==> src/pseq_pkg.sv <==
package pseq_pkg;

   // ----------------------------------------------------------------
   // command codes
   // ----------------------------------------------------------------
   localparam logic [7:0] CODE_PG_ASSERT = 8'h5E;
   localparam logic [7:0] CODE_PG_DEASSERT = 8'h5F;
   localparam logic [7:0] CODE_TURN_ON_DELAY = 8'h60;
   localparam logic [7:0] CODE_TON_RAMP = 8'h61;
   localparam logic [7:0] CODE_TON_LIMIT = 8'h62;
   localparam logic [7:0] CODE_FAULT_RESP = 8'h63;
   localparam logic [7:0] CODE_TIME_UNIT = 8'hC8;

   // ----------------------------------------------------------------
   // reset values
   // ----------------------------------------------------------------
   localparam logic [15:0] RST_THRESHOLD = 16'h0000;
   localparam logic [15:0] RST_TIMING = 16'h0000;
   localparam logic [7:0] RST_FAULT_RESP = 8'hC0;
   localparam logic [15:0] RST_TIME_UNIT = 16'h0001;
   localparam logic [15:0] READ_UNMAPPED = 16'h0000;

   // ----------------------------------------------------------------
   // fault response fields and codes
   // ----------------------------------------------------------------
   localparam int RESP_HI = 7;
   localparam int RESP_LO = 6;
   localparam int RETRY_HI = 5;
   localparam int RETRY_LO = 3;
   localparam int DELAY_HI = 2;
   localparam int DELAY_LO = 0;
   localparam logic [1:0] RESP_IGNORE = 2'h0;
   localparam logic [1:0] RESP_RUN_ON = 2'h1;
   localparam logic [1:0] RESP_RETRY = 2'h2;
   localparam logic [1:0] RESP_LATCH = 2'h3;
   localparam logic [2:0] RETRY_NONE = 3'h0;
   localparam logic [2:0] RETRY_FOREVER = 3'h7;

   // ----------------------------------------------------------------
   // linear format fields
   // ----------------------------------------------------------------
   localparam int LIN_EXP_HI = 15;
   localparam int LIN_EXP_LO = 11;
   localparam int LIN_MANT_HI = 10;
   localparam int LIN_MANT_LO = 0;

   // ----------------------------------------------------------------
   // timing
   // ----------------------------------------------------------------
   localparam int TIME_W = 24;
   localparam logic [TIME_W-1:0] TIME_MAX = 24'hFFFFFF;
   localparam int unsigned CLOCK_HZ = 125_000_000;
   localparam int unsigned TICK_TIME_MS = 1;
   localparam int unsigned MS_PER_S = 1000;
   localparam int unsigned MS_CYCLES = CLOCK_HZ / MS_PER_S * TICK_TIME_MS;

   typedef struct packed {
      logic write;
      logic [7:0] code;
      logic [15:0] data;
   } cmd_s;

   typedef enum logic [2:0] {
      SEQ_OFF,
      SEQ_DELAY,
      SEQ_RAMP,
      SEQ_ON,
      SEQ_RUN_ON,
      SEQ_RETRY_WAIT,
      SEQ_LATCHED
   } seq_state_e;

endpackage

==> src/power_sequencing_fault_retry.sv <==
`timescale 1ns/1ps
module power_sequencing_fault_retry #(
   parameter int unsigned MS_CYCLES = pseq_pkg::MS_CYCLES
) (
   input wire logic clock, // 125 MHz clock
   input wire logic rst_n, // async reset
   input wire logic ce, // clock enable
   input wire logic cmd_valid, // command strobe
   input wire pseq_pkg::cmd_s cmd, // command code and data
   output logic rd_valid, // read data strobe
   output logic [15:0] rd_data, // read data
   input wire logic enable_pin, // turn-on request pin
   input wire logic clear_faults, // clear latched fault pulse
   input wire logic [15:0] vout, // measured output voltage
   input wire logic [15:0] vout_uv_limit, // output undervoltage limit
   output logic output_enable, // power stage on
   output logic ramp_active, // output ramping up
   output logic power_good_indication, // output in regulation
   output logic fault_latched, // output off until cleared
   output logic [2:0] retry_count // restarts made so far; not counted in continuous retry
);
   // ----------------------------------------------------------------
   // registers
   // ----------------------------------------------------------------
   logic [15:0] pgood_assert_threshold;
   logic [15:0] pgood_deassert_threshold;
   logic [15:0] turn_on_delay;
   logic [15:0] turn_on_ramp_time;
   logic [15:0] turn_on_timeout_limit;
   logic [7:0] fault_response;
   logic [15:0] delay_time_unit;
   logic [15:0] next_pg_on, next_pg_off, next_delay, next_ramp;
   logic [15:0] next_limit, next_unit, next_rd_data;
   logic [7:0] next_resp;
   logic next_rd_valid;

   always_comb begin
      next_pg_on = pgood_assert_threshold;
      next_pg_off = pgood_deassert_threshold;
      next_delay = turn_on_delay;
      next_ramp = turn_on_ramp_time;
      next_limit = turn_on_timeout_limit;
      next_resp = fault_response;
      next_unit = delay_time_unit;
      next_rd_valid = cmd_valid && !cmd.write;
      next_rd_data = pseq_pkg::READ_UNMAPPED;
      if (cmd_valid && cmd.write) begin
         if (cmd.code == pseq_pkg::CODE_PG_ASSERT) begin
            next_pg_on = cmd.data;
         end else if (cmd.code == pseq_pkg::CODE_PG_DEASSERT) begin
            next_pg_off = cmd.data;
         end else if (cmd.code == pseq_pkg::CODE_TURN_ON_DELAY) begin
            next_delay = cmd.data;
         end else if (cmd.code == pseq_pkg::CODE_TON_RAMP) begin
            next_ramp = cmd.data;
         end else if (cmd.code == pseq_pkg::CODE_TON_LIMIT) begin
            next_limit = cmd.data;
         end else if (cmd.code == pseq_pkg::CODE_FAULT_RESP) begin
            next_resp = cmd.data[7:0];
         end else if (cmd.code == pseq_pkg::CODE_TIME_UNIT) begin
            next_unit = cmd.data;
         end
      end else if (cmd_valid) begin
         if (cmd.code == pseq_pkg::CODE_PG_ASSERT) begin
            next_rd_data = pgood_assert_threshold;
         end else if (cmd.code == pseq_pkg::CODE_PG_DEASSERT) begin
            next_rd_data = pgood_deassert_threshold;
         end else if (cmd.code == pseq_pkg::CODE_TURN_ON_DELAY) begin
            next_rd_data = turn_on_delay;
         end else if (cmd.code == pseq_pkg::CODE_TON_RAMP) begin
            next_rd_data = turn_on_ramp_time;
         end else if (cmd.code == pseq_pkg::CODE_TON_LIMIT) begin
            next_rd_data = turn_on_timeout_limit;
         end else if (cmd.code == pseq_pkg::CODE_FAULT_RESP) begin
            next_rd_data = {8'h00, fault_response};
         end else if (cmd.code == pseq_pkg::CODE_TIME_UNIT) begin
            next_rd_data = delay_time_unit;
         end
      end
   end

   always_ff @(posedge clock or negedge rst_n) begin
      if (!rst_n) begin
         pgood_assert_threshold <= pseq_pkg::RST_THRESHOLD;
         pgood_deassert_threshold <= pseq_pkg::RST_THRESHOLD;
         turn_on_delay <= pseq_pkg::RST_TIMING;
         turn_on_ramp_time <= pseq_pkg::RST_TIMING;
         turn_on_timeout_limit <= pseq_pkg::RST_TIMING;
         fault_response <= pseq_pkg::RST_FAULT_RESP;
         delay_time_unit <= pseq_pkg::RST_TIME_UNIT;
         rd_valid <= 1'b0;
         rd_data <= pseq_pkg::READ_UNMAPPED;
      end else if (ce) begin
         pgood_assert_threshold <= next_pg_on;
         pgood_deassert_threshold <= next_pg_off;
         turn_on_delay <= next_delay;
         turn_on_ramp_time <= next_ramp;
         turn_on_timeout_limit <= next_limit;
         fault_response <= next_resp;
         delay_time_unit <= next_unit;
         rd_valid <= next_rd_valid;
         rd_data <= next_rd_data;
      end
   end

   // ----------------------------------------------------------------
   // time base and decoded times
   // ----------------------------------------------------------------
   logic [31:0] presc;
   logic [31:0] next_presc;
   logic tick;
   logic en_meta, en_sync;
   logic [pseq_pkg::TIME_W-1:0] delay_ms, ramp_ms, limit_ms, interval_ms;
   logic [1:0] resp;
   logic [2:0] retries;

   assign tick = ce && presc == MS_CYCLES - 1;
   assign next_presc = (presc >= MS_CYCLES - 1) ? 32'h00000000 : presc + 1;
   assign resp = fault_response[pseq_pkg::RESP_HI:pseq_pkg::RESP_LO];
   assign retries = fault_response[pseq_pkg::RETRY_HI:pseq_pkg::RETRY_LO];
   // unit count shifted by the delay code
   assign interval_ms = {8'h00, delay_time_unit} << fault_response[
      pseq_pkg::DELAY_HI:pseq_pkg::DELAY_LO];

   always_ff @(posedge clock or negedge rst_n) begin
      if (!rst_n) begin
         presc <= '0;
         en_meta <= 1'b0;
         en_sync <= 1'b0;
      end else if (ce) begin
         presc <= next_presc;
         en_meta <= enable_pin;
         en_sync <= en_meta;
      end
   end

   linear_to_ms u_delay_dec (.clock(clock), .rst_n(rst_n), .ce(ce),
      .lin(turn_on_delay), .ms(delay_ms));
   linear_to_ms u_ramp_dec (.clock(clock), .rst_n(rst_n), .ce(ce),
      .lin(turn_on_ramp_time), .ms(ramp_ms));
   linear_to_ms u_limit_dec (.clock(clock), .rst_n(rst_n), .ce(ce),
      .lin(turn_on_timeout_limit), .ms(limit_ms));

   // ----------------------------------------------------------------
   // sequencer
   // ----------------------------------------------------------------
   pseq_pkg::seq_state_e state, next_state;
   logic [pseq_pkg::TIME_W-1:0] attempt_ms, next_attempt_ms, seq_value;
   logic [2:0] next_retry_cnt;
   logic reached, next_reached, out_on, ton_fault, retry_now;
   logic seq_load, max_load, tmr_stop, seq_done, max_done;
   logic next_out_en, next_latched;

   assign out_on = state == pseq_pkg::SEQ_RAMP ||
      state == pseq_pkg::SEQ_ON || state == pseq_pkg::SEQ_RUN_ON;
   // zero limit also masks a timer armed before the limit was cleared
   assign ton_fault = max_done && !reached && limit_ms != '0 &&
      (state == pseq_pkg::SEQ_RAMP ||
      state == pseq_pkg::SEQ_ON);

   always_comb begin
      next_state = state;
      next_retry_cnt = retry_count;
      next_attempt_ms = attempt_ms;
      next_reached = reached;
      seq_load = 1'b0;
      seq_value = delay_ms;
      max_load = 1'b0;
      retry_now = 1'b0;
      if (tick && attempt_ms != pseq_pkg::TIME_MAX) begin
         next_attempt_ms = attempt_ms + 1'b1;
      end
      if (out_on && vout >= vout_uv_limit) begin
         next_reached = 1'b1;
      end
      case (state)
         pseq_pkg::SEQ_OFF: begin
            if (en_sync) begin
               next_state = pseq_pkg::SEQ_DELAY;
               seq_load = 1'b1;
               next_attempt_ms = '0;
               next_reached = 1'b0;
               next_retry_cnt = '0;
            end
         end
         pseq_pkg::SEQ_DELAY: begin
            if (seq_done) begin
               next_state = pseq_pkg::SEQ_RAMP;
               seq_load = 1'b1;
               seq_value = ramp_ms;
               max_load = limit_ms != '0;
            end
         end
         pseq_pkg::SEQ_RAMP: begin
            if (seq_done) begin
               next_state = pseq_pkg::SEQ_ON;
            end
         end
         pseq_pkg::SEQ_RUN_ON: begin
            if (seq_done && !reached) begin
               retry_now = 1'b1;
            end else if (seq_done) begin
               next_state = pseq_pkg::SEQ_ON;
            end
         end
         pseq_pkg::SEQ_RETRY_WAIT: begin
            if (attempt_ms >= interval_ms) begin
               next_state = pseq_pkg::SEQ_DELAY;
               seq_load = 1'b1;
               next_attempt_ms = '0;
               next_reached = 1'b0;
            end
         end
         pseq_pkg::SEQ_LATCHED: begin
            if (clear_faults) begin
               next_state = pseq_pkg::SEQ_OFF;
            end
         end
         default: begin
         end
      endcase
      if (ton_fault) begin
         case (resp)
            pseq_pkg::RESP_RUN_ON: begin
               next_state = pseq_pkg::SEQ_RUN_ON;
               seq_load = 1'b1;
               seq_value = interval_ms;
            end
            pseq_pkg::RESP_RETRY: retry_now = 1'b1;
            pseq_pkg::RESP_LATCH: next_state = pseq_pkg::SEQ_LATCHED;
            default: begin
            end
         endcase
      end
      if (retry_now) begin
         if (retries == pseq_pkg::RETRY_NONE ||
               (retries != pseq_pkg::RETRY_FOREVER &&
               retry_count >= retries)) begin
            next_state = pseq_pkg::SEQ_LATCHED;
         end else begin
            next_state = pseq_pkg::SEQ_RETRY_WAIT;
            if (retries != pseq_pkg::RETRY_FOREVER) begin
               next_retry_cnt = retry_count + 1'b1;
            end
         end
      end
      // commanded off ends any retry run and clears the latch
      if (!en_sync) begin
         next_state = pseq_pkg::SEQ_OFF;
      end
      tmr_stop = next_state == pseq_pkg::SEQ_OFF ||
         next_state == pseq_pkg::SEQ_LATCHED ||
         next_state == pseq_pkg::SEQ_RETRY_WAIT;
      next_out_en = next_state == pseq_pkg::SEQ_RAMP ||
         next_state == pseq_pkg::SEQ_ON || next_state == pseq_pkg::SEQ_RUN_ON;
      next_latched = next_state == pseq_pkg::SEQ_LATCHED;
   end

   always_ff @(posedge clock or negedge rst_n) begin
      if (!rst_n) begin
         state <= pseq_pkg::SEQ_OFF;
         retry_count <= '0;
         attempt_ms <= '0;
         reached <= 1'b0;
         output_enable <= 1'b0;
         ramp_active <= 1'b0;
         fault_latched <= 1'b0;
      end else if (ce) begin
         state <= next_state;
         retry_count <= next_retry_cnt;
         attempt_ms <= next_attempt_ms;
         reached <= next_reached;
         output_enable <= next_out_en;
         ramp_active <= next_state == pseq_pkg::SEQ_RAMP;
         fault_latched <= next_latched;
      end
   end

   ms_timer u_seq_tmr (.clock(clock), .rst_n(rst_n), .ce(ce), .tick(tick),
      .load(seq_load), .stop(tmr_stop), .value(seq_value), .done(seq_done));
   ms_timer u_max_tmr (.clock(clock), .rst_n(rst_n), .ce(ce), .tick(tick),
      .load(max_load), .stop(tmr_stop), .value(limit_ms), .done(max_done));

   // ----------------------------------------------------------------
   // power good with hysteresis
   // ----------------------------------------------------------------
   logic next_pg;

   always_comb begin
      next_pg = power_good_indication;
      if (!next_out_en) begin
         next_pg = 1'b0;
      end else if (vout >= pgood_assert_threshold) begin
         next_pg = 1'b1;
      end else if (vout < pgood_deassert_threshold) begin
         next_pg = 1'b0;
      end
   end

   always_ff @(posedge clock or negedge rst_n) begin
      if (!rst_n) begin
         power_good_indication <= 1'b0;
      end else if (ce) begin
         power_good_indication <= next_pg;
      end
   end
endmodule

==> src/ms_timer.sv <==
`timescale 1ns/1ps
module ms_timer (
   input wire logic clock, // system clock
   input wire logic rst_n, // async reset
   input wire logic ce, // clock enable
   input wire logic tick, // one ms tick
   input wire logic load, // start countdown
   input wire logic stop, // cancel countdown
   input wire logic [pseq_pkg::TIME_W-1:0] value, // ms to count
   output logic done // one-cycle expiry pulse
);
   logic [pseq_pkg::TIME_W-1:0] count;
   logic [pseq_pkg::TIME_W-1:0] next_count;
   logic armed;
   logic next_armed;
   logic next_done;

   always_comb begin
      next_count = count;
      next_armed = armed;
      next_done = 1'b0;
      if (load) begin
         next_count = value;
         next_armed = 1'b1;
      end else if (stop) begin
         next_armed = 1'b0;
      end else if (armed && count == '0) begin
         next_armed = 1'b0;
         next_done = 1'b1;
      end else if (armed && tick) begin
         next_count = count - 1'b1;
      end
   end

   always_ff @(posedge clock or negedge rst_n) begin
      if (!rst_n) begin
         count <= '0;
         armed <= 1'b0;
         done <= 1'b0;
      end else if (ce) begin
         count <= next_count;
         armed <= next_armed;
         done <= next_done;
      end
   end
endmodule

==> src/linear_to_ms.sv <==
`timescale 1ns/1ps
module linear_to_ms (
   input wire logic clock, // system clock
   input wire logic rst_n, // async reset
   input wire logic ce, // clock enable
   input wire logic [15:0] lin, // linear format value
   output logic [pseq_pkg::TIME_W-1:0] ms // whole milliseconds
);
   logic signed [4:0] expo;
   logic [10:0] mant;
   logic [4:0] shift;
   logic [31:0] wide;
   logic [pseq_pkg::TIME_W-1:0] next_ms;

   assign expo = lin[pseq_pkg::LIN_EXP_HI:pseq_pkg::LIN_EXP_LO];
   assign mant = lin[pseq_pkg::LIN_MANT_HI:pseq_pkg::LIN_MANT_LO];

   // negative mantissa means no time; large values saturate
   always_comb begin
      shift = 5'(-expo);
      wide = '0;
      if (!mant[10]) begin
         if (expo >= 0) begin
            wide = {22'h0, mant[9:0]} << 5'(expo);
         end else begin
            wide = {22'h0, mant[9:0]} >> shift;
         end
      end
      if (wide > {8'h00, pseq_pkg::TIME_MAX}) begin
         next_ms = pseq_pkg::TIME_MAX;
      end else begin
         next_ms = wide[pseq_pkg::TIME_W-1:0];
      end
   end

   always_ff @(posedge clock or negedge rst_n) begin
      if (!rst_n) begin
         ms <= '0;
      end else if (ce) begin
         ms <= next_ms;
      end
   end
endmodule

==> config.mk <==
export PLATFORM = sky130hd
export DESIGN_NAME = power_sequencing_fault_retry
export DESIGN_NICKNAME = d
export VERILOG_FILES = /design/src/pseq_pkg.sv /design/src/power_sequencing_fault_retry.sv /design/src/ms_timer.sv /design/src/linear_to_ms.sv
export SDC_FILE = /design/constraint.sdc
export NUM_CORES = 1
export LEC_CHECK = 0
export CAP_MARGIN = 15
export CORE_ASPECT_RATIO = 0.7
export CORE_UTILIZATION = 48
export CTS_CLUSTER_SIZE = 24
export DETAILED_ROUTE_END_ITERATION = 16
export DONT_BUFFER_PORTS = 1
export GPL_ROUTABILITY_DRIVEN = 0
export HOLD_SLACK_MARGIN = 0.03
export SETUP_SLACK_MARGIN = 0.15
export SLEW_MARGIN = 20
export SYNTH_ARGS = -nofsm -noshare
export SYNTH_HDL_FRONTEND = slang
export SYNTH_SLANG_ARGS = --single-unit
export TNS_END_PERCENT = 20
==> constraint.sdc <==
create_clock -name clock -period 7.8 [get_ports clock]
set_clock_uncertainty 0.2 [all_clocks]
set_input_delay 1.56 -clock clock [delete_from_list [all_inputs] [get_ports clock]]
set_output_delay 1.56 -clock clock [all_outputs]
set_load 0.02 [all_outputs]
==> flow_metrics.py <==
metrics = {
    "run_status": {
        "status": "finished, violations left",
        "violations": "slew limit",
    },
    "power": {
        "max-vdd-ir-drop_mv": 0.116,
        "powerDensity_mw_per_mm2": 179,
        "leakage_uw": 0.00977,
    },
    "sta": {
        "max_freq_mhz": 183,
        "finalHoldViolCount": 0,
        "finalWorstPathRequiredPeriod_ns": 5.47,
        "worst_pin_slew_ns": 1.57,
        "maxSlewHeadroom_pct": -4.39,
        "setup_violations": 0,
        "slew_violations": 96,
        "setup-tns-final_ns": 0,
        "rsz0062_at_grt": "false",
        "timing.final.crit_share_pct": 70.2,
    },
    "synth": {
        "synthTopCellsByArea": "dfrtp_1 37%, ha_1 5.0%, mux2_2 4.7%",
        "yosysMostFrequentCell": "dfrtp_1",
        "synth_top_area_share_pct": 36.8,
        "netlist_area_mm2": 0.0211,
        "synth_fa_ha_area_share_pct": 4.97,
        "yosysSeqAreaShare_pct": 37.2,
        "synthCells": 2348,
        "synth_top_cell_by_area": "dfrtp_1",
        "synth_compound_area_share_pct": 19.4,
        "syn-num-nets": 2495,
        "yosysWarnings": 0,
        "ys_top_cells_by_count": "311 x dfrtp_1, 250 x nand2_1, 192 x nor2_1",
        "synth_enable_flop_cells": 0,
        "synth_top_family_by_area": "compound AO/OA/AOI/OAI gates",
        "ys_ff_latch": 314,
        "yosysUniqueCellTypes": 87,
        "synthSimpleGateAreaFrac_pct": 19.1,
        "muxShareOfSynthArea_pct": 13.1,
        "synth_flop_cell": "dfrtp_1",
        "async_flop_share_pct": 100,
        "synthXorXnorAreaFrac_pct": 1.45,
        "synth_area_per_cell_um2": 9.00,
    },
    "grt": {
        "busiest_layer": "met1",
        "antenna_found_initial": 1,
        "overflow": 0,
        "grt_use_met1_pct": 49.1,
        "grt_pass1_vias": 17500,
        "met2_usage_pct": 42.2,
        "grt_util_met3_pct": 7.35,
        "grt_pass1_wl_mm": 107,
        "grt_max_degree": 315,
        "grt_use_total_pct": 31.1,
    },
    "clock_network": {
        "cts_tree": "done",
        "postCtsSetupBuffers": 0,
        "ctsResizeCount": 0,
        "clk_path_buf_depth": 3,
        "worstSkewPairLatency_ns": 0.55,
        "cts.sinks": 314,
        "cts_buffers": 35,
        "postCtsHoldBufs": 0,
        "htreeDepth": 2,
        "clkSlewWorstSetupHoldPaths_ns": 0.06,
        "cts_root_buf": "clkbuf_16",
    },
    "route": {
        "drt-pass1-iter-count": 8,
        "drt_iter0_markers": 2599,
        "routed_wl_mm": 69.1,
        "drc_errors": 0,
        "viasPerCell": 6.60,
        "vias": 19000,
        "antenna_left": 0,
        "wl_per_cell_um": 24.0,
    },
    "cells_and_area": {
        "final_net_count": 2411,
        "finish.utilization_pct": 52.9,
        "diodes": 0,
        "drive_above_1_share_pct": 10.4,
        "syn_to_final_growth_pct": 7.31,
        "fin_cells": 2876,
    },
    "floorplanning": {
        "die-width_um": 253,
        "start_util_pct": 49.3,
        "die_area_mm2": 0.0449,
        "core_area_mm2": 0.0429,
        "rows": 63,
        "num_io_pins": 87,
        "dieHeight_um": 178,
    },
    "worst_setup_path": {
        "crit_path_start_kind": "flip-flop",
        "worst-setup-path-type": "reg -> reg",
        "crit_fanout": 24,
        "end_kind": "flip-flop",
        "r2r_end": "u_seq_tmr.count[14]",
        "critical_path_required_ns": 8.03,
        "reg2regPathDepth": 14,
        "cp-endpoint": "u_seq_tmr.count[14]",
        "r2r-start": "fault_response[0]",
        "r2r_setup_slack_ns": 2.33,
        "crit_start": "fault_response[0]",
        "cp_data_arrival_time_ns": 5.70,
    },
    "place": {
        "place_hpwl_mm": 50.3,
        "port_buffers": 0,
        "dp.cells": 2812,
    },
    "job": {
        "drv_cap": 0,
    },
    "worst_hold_path": {
        "holdCritPathClass": "reg -> reg",
    },
}
[report_power, final]
group	switching [µW]	internal, µW	leakage (µW)
Combinational	260	188	0.00523
Sequential	127	1710	0.00394
Clock	735	1040	0.000592
[state kept, by name, summed over array words and instances (netlist names), 3 cells and up]
signal and count:
turn_on_delay 16, retry_count 3, u_limit_dec.ms 24, fault_response 8, delay_time_unit 16, u_ramp_dec.ms 24, pgood_deassert_threshold 16, turn_on_ramp_time 16
u_delay_dec.ms 24, attempt_ms 24, u_max_tmr.count 24, rd_data 16, u_seq_tmr.count 24, pgood_assert_threshold 16, presc 32, state 3
turn_on_timeout_limit 16
[final cells by class]
| cell class | instances | area (µm²) |
|---|---|---|
| multi-input combinational | 1781 | 12300 |
| inverter | 112 | 420 |
| clock buffer | 52 | 1050 |
| timing repair buffer | 20 | 150 |
| tap | 585 | 732 |
| sequential | 314 | 7860 |
| fill | 4022 | 20200 |
| clock inverter | 12 | 163 |
[layer usage]
layer  wire (µm)  part of all wire (%)
met4        1390                   2.0
met1       32600                    47
met2       27500                    40
met3        7600                    11
met5          17                 0.025
[worst min-delay path by stage]
stage	start	to	slack, ns	cells past startpoint
after floorplan	u_max_tmr.done	u_max_tmr.done	0.24	2
after global placement	presc[31]	presc[31]	0.28	2
after detailed placement	u_max_tmr.done	u_max_tmr.done	0.28	2
after CTS	en_meta	en_sync	0.31	1
after global routing	en_meta	en_sync	0.32	1
final	en_meta	en_sync	0.31	1
[critical path, cell delays in order, from the launching register on]
cell	delay (ns)
dfrtp_1	1.03
mux2_2	0.44
nor2_1	0.10
a21oi_1	0.08
mux2i_1	0.35
ha_1	0.23
nand4_1	0.11
nor4_1	0.33
nand2_1	0.12
o211ai_1	0.50
o21ai_1	0.12
buf_4	0.23
a21oi_1	0.70
nor2_1	0.44
a211o_1	0.38
[cells in the final DEF, fill, tap and decap left out, types with 7 or more instances in the layout]
cell	n
or3_1	33
nand3b_1	10
o2bb2ai_1	24
nor4_1	31
o21ai_0	120
xnor2_1	17
mux2_2	88
nand4_1	29
nor3_1	64
mux2i_1	89
mux4_2	37
a32oi_1	9
nor2_1	191
nand3_1	79
a211o_1	7
a222oi_1	16
a211oi_1	14
a31oi_1	23
nor2b_1	22
a21o_1	43
or2_2	14
and4_1	10
clkbuf_1	7
xor2_1	18
ha_1	84
o22ai_1	24
a21oi_1	157
and3_1	20
inv_1	107
a22oi_1	19
clkbuf_16	36
nand2_1	250
dfrtp_1	311
buf_4	20
or4_1	12
clkbuf_8	9
o221ai_1	30
o211ai_1	32
and2_1	8
nand2b_1	36
[cell families (layout without fill, tap and decap cells)]
logic type | count (synthesis) | in the layout
AO/OA/AOI/OAI | 611 | 611
XOR/XNOR | 35 | 35
adder cells (fa/ha/maj) | 84 | 84
buffers and inverters | 253 | 196
flip-flops | 314 | 314
multiplexers | 216 | 216
AND/OR/NAND/NOR | 835 | 835
[through the flow]
step / worst slack (ns) / hold WS, ns / total power [µW] / area [µm²]
after floorplan: 3.25 / 0.244 / 2180 / 21100
after CTS: 2.44 / 0.312 / 4080 / 22700
after global placement: 2.67 / 0.279 / 2290 / 21500
after global routing: 1.91 / 0.318 / 4220 / 22700
final: 2.33 / 0.311 / 4070 / 22700
after detailed placement: 2.45 / 0.283 / 2300 / 21500
(Power assumes the default switching activity.)
